[src/jtp_pkg.sv]
package jtp_pkg;
    typedef enum logic [3:0] {
        ST_RESET    = 4'h0,
        ST_IDLE     = 4'h1,
        ST_SEL_DR   = 4'h2,
        ST_CAP_DR   = 4'h3,
        ST_SHIFT_DR = 4'h4,
        ST_EXIT1_DR = 4'h5,
        ST_PAUSE_DR = 4'h6,
        ST_EXIT2_DR = 4'h7,
        ST_UPD_DR   = 4'h8,
        ST_SEL_IR   = 4'h9,
        ST_CAP_IR   = 4'ha,
        ST_SHIFT_IR = 4'hb,
        ST_EXIT1_IR = 4'hc,
        ST_PAUSE_IR = 4'hd,
        ST_EXIT2_IR = 4'he,
        ST_UPD_IR   = 4'hf
    } jtp_state_e;

    localparam int IR_WIDTH = 3;
    localparam logic [2:0] IR_EXTEST = 3'h0;
    localparam logic [2:0] IR_SAMPLE = 3'h4;
    localparam logic [2:0] IR_IDCODE = 3'h6;
    localparam logic [2:0] IR_BYPASS = 3'h7;
    localparam logic [2:0] IR_CAPTURE = 3'h4;
    localparam int BSR_LEN = 98;
    localparam int IDR_LEN = 32;
    localparam int RESET_TMS_EDGES = 5;
    // Arbitrary neutral identification value; bit 0 must be 1
    localparam logic [31:0] ID_VALUE = 32'h00012345;
endpackage

[src/jtp_bsr_latch.sv]
`timescale 1ns/1ps
module jtp_bsr_latch #(
    parameter int WIDTH = 98
) (
    input wire logic clk_sys_i,
    input wire logic reset_i,
    input wire logic load_i,
    input wire logic [WIDTH-1:0] data_i,
    output logic [WIDTH-1:0] data_o
);
    initial begin
        if (WIDTH < 1) begin
            $error("WIDTH must be at least 1");
        end
    end

    always_ff @(posedge clk_sys_i or posedge reset_i) begin
        if (reset_i) begin
            data_o <= '0;
        end else if (load_i) begin
            data_o <= data_i;
        end
    end
endmodule

[src/jtp_tap.sv]
`timescale 1ns/1ps
module jtp_tap #(
    parameter int BSR_WIDTH = jtp_pkg::BSR_LEN,
    parameter logic [31:0] ID_CODE = jtp_pkg::ID_VALUE
) (
    input wire logic clk_sys_i,
    input wire logic reset_i,
    input wire logic tck_i,
    input wire logic tms_i,
    input wire logic tdi_i,
    input wire logic [BSR_WIDTH-1:0] pins_i,
    output logic tdo_o,
    output logic tdo_oe_n_o,
    output logic test_mode_o,
    output logic [2:0] instr_o,
    output logic [3:0] state_o,
    output logic [BSR_WIDTH-1:0] bsr_out_o
);
    // Width one is refused so the shift part-select below stays legal
    initial begin
        if (BSR_WIDTH < 2) begin
            $error("BSR_WIDTH must be at least 2");
        end
        if (ID_CODE[0] != 1'b1) begin
            $error("ID_CODE bit 0 must be 1");
        end
    end

    // Pin synchronisers; first stages read only by second stages
    logic tck_m, tck_s, tck_d;
    logic tms_m, tms_s;
    logic tdi_m, tdi_s;
    logic [BSR_WIDTH-1:0] pins_m, pins_s;

    always_ff @(posedge clk_sys_i or posedge reset_i) begin
        if (reset_i) begin
            tck_m <= 1'b0;
            tck_s <= 1'b0;
            tck_d <= 1'b0;
            tms_m <= 1'b1;
            tms_s <= 1'b1;
            tdi_m <= 1'b0;
            tdi_s <= 1'b0;
        end else begin
            tck_m <= tck_i;
            tck_s <= tck_m;
            tck_d <= tck_s;
            tms_m <= tms_i;
            tms_s <= tms_m;
            tdi_m <= tdi_i;
            tdi_s <= tdi_m;
        end
    end

    always_ff @(posedge clk_sys_i or posedge reset_i) begin
        if (reset_i) begin
            pins_m <= '0;
            pins_s <= '0;
        end else begin
            pins_m <= pins_i;
            pins_s <= pins_m;
        end
    end

    logic tck_rise, tck_fall;
    assign tck_rise = tck_s & ~tck_d;
    assign tck_fall = ~tck_s & tck_d;

    function automatic jtp_pkg::jtp_state_e step(input jtp_pkg::jtp_state_e s, input logic m);
        case (s)
            jtp_pkg::ST_RESET: step = m ? jtp_pkg::ST_RESET : jtp_pkg::ST_IDLE;
            jtp_pkg::ST_IDLE: step = m ? jtp_pkg::ST_SEL_DR : jtp_pkg::ST_IDLE;
            jtp_pkg::ST_SEL_DR: step = m ? jtp_pkg::ST_SEL_IR : jtp_pkg::ST_CAP_DR;
            jtp_pkg::ST_CAP_DR: step = m ? jtp_pkg::ST_EXIT1_DR : jtp_pkg::ST_SHIFT_DR;
            jtp_pkg::ST_SHIFT_DR: step = m ? jtp_pkg::ST_EXIT1_DR : jtp_pkg::ST_SHIFT_DR;
            jtp_pkg::ST_EXIT1_DR: step = m ? jtp_pkg::ST_UPD_DR : jtp_pkg::ST_PAUSE_DR;
            jtp_pkg::ST_PAUSE_DR: step = m ? jtp_pkg::ST_EXIT2_DR : jtp_pkg::ST_PAUSE_DR;
            jtp_pkg::ST_EXIT2_DR: step = m ? jtp_pkg::ST_UPD_DR : jtp_pkg::ST_SHIFT_DR;
            jtp_pkg::ST_UPD_DR: step = m ? jtp_pkg::ST_SEL_DR : jtp_pkg::ST_IDLE;
            jtp_pkg::ST_SEL_IR: step = m ? jtp_pkg::ST_RESET : jtp_pkg::ST_CAP_IR;
            jtp_pkg::ST_CAP_IR: step = m ? jtp_pkg::ST_EXIT1_IR : jtp_pkg::ST_SHIFT_IR;
            jtp_pkg::ST_SHIFT_IR: step = m ? jtp_pkg::ST_EXIT1_IR : jtp_pkg::ST_SHIFT_IR;
            jtp_pkg::ST_EXIT1_IR: step = m ? jtp_pkg::ST_UPD_IR : jtp_pkg::ST_PAUSE_IR;
            jtp_pkg::ST_PAUSE_IR: step = m ? jtp_pkg::ST_EXIT2_IR : jtp_pkg::ST_PAUSE_IR;
            jtp_pkg::ST_EXIT2_IR: step = m ? jtp_pkg::ST_UPD_IR : jtp_pkg::ST_SHIFT_IR;
            jtp_pkg::ST_UPD_IR: step = m ? jtp_pkg::ST_SEL_DR : jtp_pkg::ST_IDLE;
            default: step = jtp_pkg::ST_RESET;
        endcase
    endfunction

    jtp_pkg::jtp_state_e state;

    // Reset is reached within five high edges from any state by the graph itself
    always_ff @(posedge clk_sys_i or posedge reset_i) begin
        if (reset_i) begin
            state <= jtp_pkg::ST_RESET;
        end else if (tck_rise) begin
            state <= step(state, tms_s);
        end
    end

    logic [2:0] ir_shift;
    logic [2:0] instr;
    localparam int IDR_W = jtp_pkg::IDR_LEN;
    logic [IDR_W-1:0] id_shift;
    logic bypass_bit;
    logic [BSR_WIDTH-1:0] bsr_shift;

    logic sel_bsr;
    assign sel_bsr = (instr == jtp_pkg::IR_EXTEST) || (instr == jtp_pkg::IR_SAMPLE);

    // Instruction shift path, LSB first
    always_ff @(posedge clk_sys_i or posedge reset_i) begin
        if (reset_i) begin
            ir_shift <= jtp_pkg::IR_CAPTURE;
        end else if (tck_rise) begin
            if (state == jtp_pkg::ST_CAP_IR) begin
                ir_shift <= jtp_pkg::IR_CAPTURE;
            end else if (state == jtp_pkg::ST_SHIFT_IR) begin
                ir_shift <= {tdi_s, ir_shift[2:1]};
            end
        end
    end

    // Current instruction changes only in reset or on update-IR falling edge
    always_ff @(posedge clk_sys_i or posedge reset_i) begin
        if (reset_i) begin
            instr <= jtp_pkg::IR_IDCODE;
        end else if (state == jtp_pkg::ST_RESET) begin
            instr <= jtp_pkg::IR_IDCODE;
        end else if (tck_fall && state == jtp_pkg::ST_UPD_IR) begin
            instr <= ir_shift;
        end
    end

    // Data registers; unselected ones hold
    always_ff @(posedge clk_sys_i or posedge reset_i) begin
        if (reset_i) begin
            id_shift <= ID_CODE;
            bypass_bit <= 1'b0;
        end else if (tck_rise) begin
            if (state == jtp_pkg::ST_CAP_DR) begin
                if (instr == jtp_pkg::IR_IDCODE) begin
                    id_shift <= ID_CODE;
                end
                if (instr == jtp_pkg::IR_BYPASS) begin
                    bypass_bit <= 1'b0;
                end
            end else if (state == jtp_pkg::ST_SHIFT_DR) begin
                if (instr == jtp_pkg::IR_IDCODE) begin
                    id_shift <= {tdi_s, id_shift[IDR_W-1:1]};
                end
                if (instr == jtp_pkg::IR_BYPASS) begin
                    bypass_bit <= tdi_s;
                end
            end
        end
    end

    always_ff @(posedge clk_sys_i or posedge reset_i) begin
        if (reset_i) begin
            bsr_shift <= '0;
        end else if (tck_rise && sel_bsr) begin
            if (state == jtp_pkg::ST_CAP_DR) begin
                bsr_shift <= pins_s;
            end else if (state == jtp_pkg::ST_SHIFT_DR) begin
                bsr_shift <= {tdi_s, bsr_shift[BSR_WIDTH-1:1]};
            end
        end
    end

    // Holding the latch steady keeps pin outputs quiet while shifting
    logic bsr_load;
    assign bsr_load = tck_fall && state == jtp_pkg::ST_UPD_DR && sel_bsr;

    jtp_bsr_latch #(
        .WIDTH(BSR_WIDTH)
    ) u_latch (
        .clk_sys_i(clk_sys_i),
        .reset_i(reset_i),
        .load_i(bsr_load),
        .data_i(bsr_shift),
        .data_o(bsr_out_o)
    );

    logic dr_bit;
    always_comb begin
        case (instr)
            jtp_pkg::IR_IDCODE: dr_bit = id_shift[0];
            jtp_pkg::IR_BYPASS: dr_bit = bypass_bit;
            jtp_pkg::IR_EXTEST, jtp_pkg::IR_SAMPLE: dr_bit = bsr_shift[0];
            default: dr_bit = bypass_bit;
        endcase
    end

    // Serial output updated on falling edge; tester samples on rising edge
    always_ff @(posedge clk_sys_i or posedge reset_i) begin
        if (reset_i) begin
            tdo_o <= 1'b0;
            tdo_oe_n_o <= 1'b1;
        end else if (tck_fall) begin
            if (state == jtp_pkg::ST_SHIFT_DR) begin
                tdo_o <= dr_bit;
                tdo_oe_n_o <= 1'b0;
            end else if (state == jtp_pkg::ST_SHIFT_IR) begin
                tdo_o <= ir_shift[0];
                tdo_oe_n_o <= 1'b0;
            end else begin
                tdo_oe_n_o <= 1'b1;
            end
        end
    end

    always_ff @(posedge clk_sys_i or posedge reset_i) begin
        if (reset_i) begin
            test_mode_o <= 1'b0;
            instr_o <= jtp_pkg::IR_IDCODE;
            state_o <= jtp_pkg::ST_RESET;
        end else begin
            test_mode_o <= (state != jtp_pkg::ST_RESET) && (instr == jtp_pkg::IR_EXTEST);
            instr_o <= instr;
            state_o <= state;
        end
    end

    // Run of high mode-select rises; saturates since any longer run ends the same way
    localparam logic [2:0] HI_SAT = 3'(jtp_pkg::RESET_TMS_EDGES - 1);
    logic [2:0] hi_run;

    always_ff @(posedge clk_sys_i or posedge reset_i) begin
        if (reset_i) begin
            hi_run <= 3'h0;
        end else if (tck_rise) begin
            if (!tms_s) begin
                hi_run <= 3'h0;
            end else if (hi_run != HI_SAT) begin
                hi_run <= hi_run + 3'h1;
            end
        end
    end
endmodule

[config.mk]
export PLATFORM = sky130hd
export DESIGN_NAME = jtp_tap
export DESIGN_NICKNAME = d
export VERILOG_FILES = /design/src/jtp_pkg.sv /design/src/jtp_bsr_latch.sv /design/src/jtp_tap.sv
export SDC_FILE = /design/constraint.sdc
export NUM_CORES = 1
export LEC_CHECK = 0
export BUFFER_PORTS_ARGS = -buffer_cell sky130_fd_sc_hd__buf_2
export CAP_MARGIN = 30
export CORE_MARGIN = 4
export CORE_UTILIZATION = 53
export CTS_BUF_LIST = sky130_fd_sc_hd__clkbuf_4 sky130_fd_sc_hd__clkbuf_8
export CTS_CLUSTER_SIZE = 8
export DETAILED_ROUTE_END_ITERATION = 16
export MAX_ROUTING_LAYER = met4
export PLACE_DENSITY_LB_ADDON = 0.12
export SETUP_SLACK_MARGIN = 0.15
export SLEW_MARGIN = 40
export SYNTH_ARGS = -nofsm -noshare
export SYNTH_HDL_FRONTEND = slang
export SYNTH_SLANG_ARGS = --single-unit
[constraint.sdc]
create_clock -name clk_sys_i -period 13 [get_ports clk_sys_i]
set_clock_uncertainty 0.2 [all_clocks]
set_input_delay 0.65 -clock clk_sys_i [delete_from_list [all_inputs] [get_ports clk_sys_i]]
set_output_delay 0.65 -clock clk_sys_i [all_outputs]
set_load 0.02 [all_outputs]
# Yosys cells after proc, flatten, opt, wreduce, memory -nomap -nowiden
# Cells that the tools add are included.
# classes
n_eq_ne	18
bitwise_logic	4
n_reduce_logical	22
mux	32
# op_table
cell	n
$mux W98	2
$mux W32	4
$pmux W4 S12	1
$eq A4 B4 Y1 const B	8
$mux W3	6
$eq A4 B3 Y1 const B	4
$mux W4	4
$mux W1	11
$eq A3 B3 Y1 const B	3
$eq A4 B2 Y1 const B	2
$reduce_bool A2 Y1	4
$mux W2	3
$reduce_and A2 Y1	3
$reduce_and A3 Y1	2
$reduce_or A2 Y1	3
$logic_and A1 B1 Y1	5
$eq A4 B1 Y1 const B	1
$logic_not A4 Y1	1
$reduce_bool A4 Y1	1
$logic_not A3 Y1	1
$reduce_or A3 Y1	1
$and A1 B1 Y1	2
$not A1 Y1	2
$pmux W1 S2	1
$logic_or A1 B1 Y1	1
# totals
ff_bits	452
inputBits	103
wordCells	97

# Depth between registers and ports, before layout
# depth
ltp_word	5
ltp_mapped	8
depth_no_buf	4

# Hierarchy
# Synthesis repeated with hierarchy kept, for this count alone.
# unflattened
hier_cells	1193
area_unflattened_um2	15506.1
# modules_own_cells
mod	cells_per_inst	area_per_inst_um2	instances	seq_area_each_um2
jtp_tap	985	11791.3	1	8877.3
jtp_bsr_latch	208	3714.8	1	2452.4

# Least setup slack after synthesis
# Ideal clock, no wire load.
# synth_timing
path_type	reg-to-reg
startpoint	register state[3]
endpoint	register u_latch.data_o[0]
path_stages_with_launch	7
setup_time_ps	128
period_less_slack_ps	1868
path_buffers	3
setup_slack_ps	11132
arrival_ps	1541
path_cell_list	dfrtp_1 > buf_4 > and2b_1 > nand4_2 > buf_2 > buf_6 > mux2_1
# synth_between
elab_chain_cells	3
# synth_lines
item	line	source
from (decl)	jtp_tap.sv:91	jtp_pkg::jtp_state_e state;
from (signal assigned)	jtp_tap.sv:96	state <= jtp_pkg::ST_RESET;
from (signal assigned)	jtp_tap.sv:98	state <= step(state, tms_s);
$eq A4 B4 Y1	jtp_tap.sv:174	assign bsr_load = tck_fall && state == jtp_pkg::ST_UPD_DR && sel_bsr;
$logic_and A1 B1 Y1 (2 in a row)	jtp_tap.sv:174	
to (signal assigned)	jtp_bsr_latch.sv:21	data_o <= data_i;
to (decl)	jtp_bsr_latch.sv:9	output logic [WIDTH-1:0] data_o
# Every way passes these cells.
# A chain may end at the register's enable or synchronous reset.

# Final worst setup path
# layout_timing
startpoint	register state[0]
endpoint	register bypass_bit
# layout_between
elab_chain_cells	3
# layout_lines
item	line	source
$eq A4 B2 Y1 / $eq A4 B3 Y1 (equally long branches)	jtp_tap.sv:142, jtp_tap.sv:149	
$reduce_bool A2 Y1 (no line)	-	
$reduce_and A3 Y1 (no line)	-	
to (signal assigned)	jtp_tap.sv:154	bypass_bit <= tdi_s;
to (decl)	jtp_tap.sv:106	logic bypass_bit;
# Several ways; a longest one is shown, not always the timed one.

==> out/qor.txt <==
Routed Antenna Nets: 0
Synth Area in Adders: 0
hpwl dp: 18,120 um
vias in the first global route: 9,806
clock-pin slew on the worst setup and hold paths: 0.06 ns
maximum clock path buffer count: 3
max-cap viol count: 0
register area share after synthesis: 0.7250
f_max: 292.4 MHz
Vias/cell: 4.945
DR iter-0 viols: 518
status: finished clean
drt first pass iters: 5
Startpoint Class: flip-flop
Pleak: 9.270 nW
Final Cycle Share: 0.2631
# resized after CTS: 0
Post-Syn Area per Cell: 14.35 um^2
most common cell in the netlist: dfrtp_1
Worst-Skew Late Latency: 0.57 ns
Die Ht: 179.7 um
global-route wire length before repair: 50,250 um
num ports: 211
TNS Setup: 0 ns
Slew @ Worst Pin: 0.7905 ns
cell count after synthesis: 1,089
Slowest cell on crit path: dfrtp_1
Cell Area, Synth: 15,630 um^2
RSZ-0062 raised after global routing: false
Yosys cell types: 45
Final #Nets: 1,534
Tmin final: 3.420 ns
Req. time, crit path: 13.24 ns
critical path, cell by cell: nor4bb_4 > buf_4 > buf_4 > nor2_1 > mux2_2
CP arrival: 3.66 ns
CP Capture Type: flip-flop
Port Buffers: 210
Synthesized Nets: 1,192
Worst slew margin: 0.4730
CP most frequent cell: buf_4
ranking of synthesized cells by area: dfrtp_1, mux2i_1, mux2_2, nand2_1, o21ai_1
antenna violations before repair: 1
Synth-to-Final Area Change: 24.92%
Synth Flop Type: dfrtp_1
FP Rows: 62
Hold Buf Count CTS: 102
Slew Viols, Final: 0
post-synthesis simple-gate area fraction: 0.05669
xor-xnor portion of the synthesized cell area: 0
Yosys reg bits: 452
final WL: 29,710 um
main combinational cell family by area after synthesis: multiplexers
Post-synth EDFFs: 0
Synth Area in Compound Gates: 0.05516
worst setup path class: flip-flop to flip-flop
Max VDD drop: 0.09733 mV
RePlAce Congestion: 0.8009
DIE AREA: 32,300 um^2
pwr/cell area: 157.3 nW/um^2
Core Util, Final: 0.6765
DR WL/cell: 15.95 um
drc violations: 0
post-synth top area share: 0.6998
Setup Buffers After CTS: 0
total number of vias: 9,212
global route overflow: 0
Starting Density: 0.5415
HP Class: flip-flop to flip-flop
Fin. Hold Viols: 0
asr flop ratio synth: 1.000
CTS tree: yes
CP max FO: 46
setup violators final: 0
H-tree levels: 3
mux cell area share after synthesis: 0.1376
CTS Root Cell: clkbuf_8
most area-hungry cell type in the Yosys netlist: dfrtp_1
core area: 28,860 um^2
chip width: 179.7 um
total clock buffers created by CTS: 73
Synth top cells by count: dfrtp_1, nand2_1, mux2i_1
Synthesis Warnings: 0
layout cell share with drive strength beyond 1: 0.3085
GRT Total Usage: 0.1945
CTS Sinks: 452
crit-path max cell delay: 0.81 ns
largest net degree at the start of global routing: 77
logic make-up (layout without fill, tap and decap cells):
logic type	after synthesis	count (layout)
other	0	1
flip-flops	452	452
AND/OR/NAND/NOR	207	207
buffers and inverters	67	456
AO/OA/AOI/OAI	161	161
multiplexers	202	202
cells in the final DEF, fill, tap and decap left out, types with 3 or more instances in the layout:
cell and instances:
mux2i_1 100, buf_6 7, a21oi_1 10, buf_4 6, buf_2 210, dfstp_2 15
nor2_1 18, nor3b_2 3, clkbuf_4 27, dlygate4sd3_1 102, nand2_1 161, inv_6 3
mux2_2 82, nor2b_1 7, inv_1 5, o21ai_1 79, o21ai_0 57, clkbuf_8 89
mux2_1 20, dfrtp_1 437
path summary, 6_finish.rpt:
kind,cells after the start,start,to,slack (ns)
max,5,state[0],bypass_bit,9.58
min,0,pins_m[67],pins_s[67],0.13
max reg2reg,5,state[0],bypass_bit,9.58
min reg2reg,0,pins_m[67],pins_s[67],0.13
max in group asynchronous,6,reset_i,bsr_shift[41],10.06
min in group asynchronous,3,reset_i,u_latch.data_o[4],0.43
routing by layer:
layer  vias up  routed length [um]  track usage
met5         -                   0            -
met4         0                 608      0.06004
met2       207               14270       0.3033
met3        51                1520      0.04345
met1      4573               13310       0.2603
li1       4381                   -            -
power breakdown:
part           leakage, nW  internal [W]  switching [W]  total [W]
clock network        0.788      0.000695       0.000521    0.00122
registers             5.78       0.00149      0.0000565    0.00154
logic                 2.70      0.000137       0.000174   0.000311
metrics by stage:
stage | cells | hold WS (ns) | total power [W] | setup WS [ns] | area (um^2)
after detailed placement | 1638 | 0.1347 | 0.001861 | 9.558 | 17020
final | 1863 | 0.1339 | 0.003071 | 9.580 | 19520
after floorplan | 1089 | 0.1312 | 0.001789 | 6.049 | 15630
after global placement | 1635 | 0.1318 | 0.001850 | 9.171 | 16930
after CTS | 1862 | 0.1327 | 0.003113 | 9.555 | 19520
after global routing | 1863 | 0.1383 | 0.003223 | 9.317 | 19520
cell type report:
| class | instances | area (um^2) |
|---|---|---|
| Multi-Input combinational cell | 570 | 3946 |
| Clock buffer | 116 | 1428 |
| Clock inverter | 6 | 50.05 |
| Timing Repair Buffer | 328 | 2258 |
| Antenna cell | 1 | 2.502 |
| Tap cell | 384 | 480.5 |
| Sequential cell | 452 | 11330 |
| Inverter | 6 | 26.28 |
| Fill cell | 2092 | 9336 |
worst max-delay path, delay by kind of cell, from the launching register on:
family	cells	cell delay, ns
buffers and inverters	2	1.31
flip-flops	1	0.81
multiplexers	1	0.31
AND/OR/NAND/NOR	2	0.61
flip-flops by register name, summed over array words and instances, names as in the netlist, 3 cells and up:
register        cells
id_shift           32
state               4
ir_shift            3
instr               3
instr_o             3
bsr_shift          98
pins_s             98
u_latch.data_o     98
pins_m             98
state_o             4
Note: power is estimated with default switching activity, not from simulation.
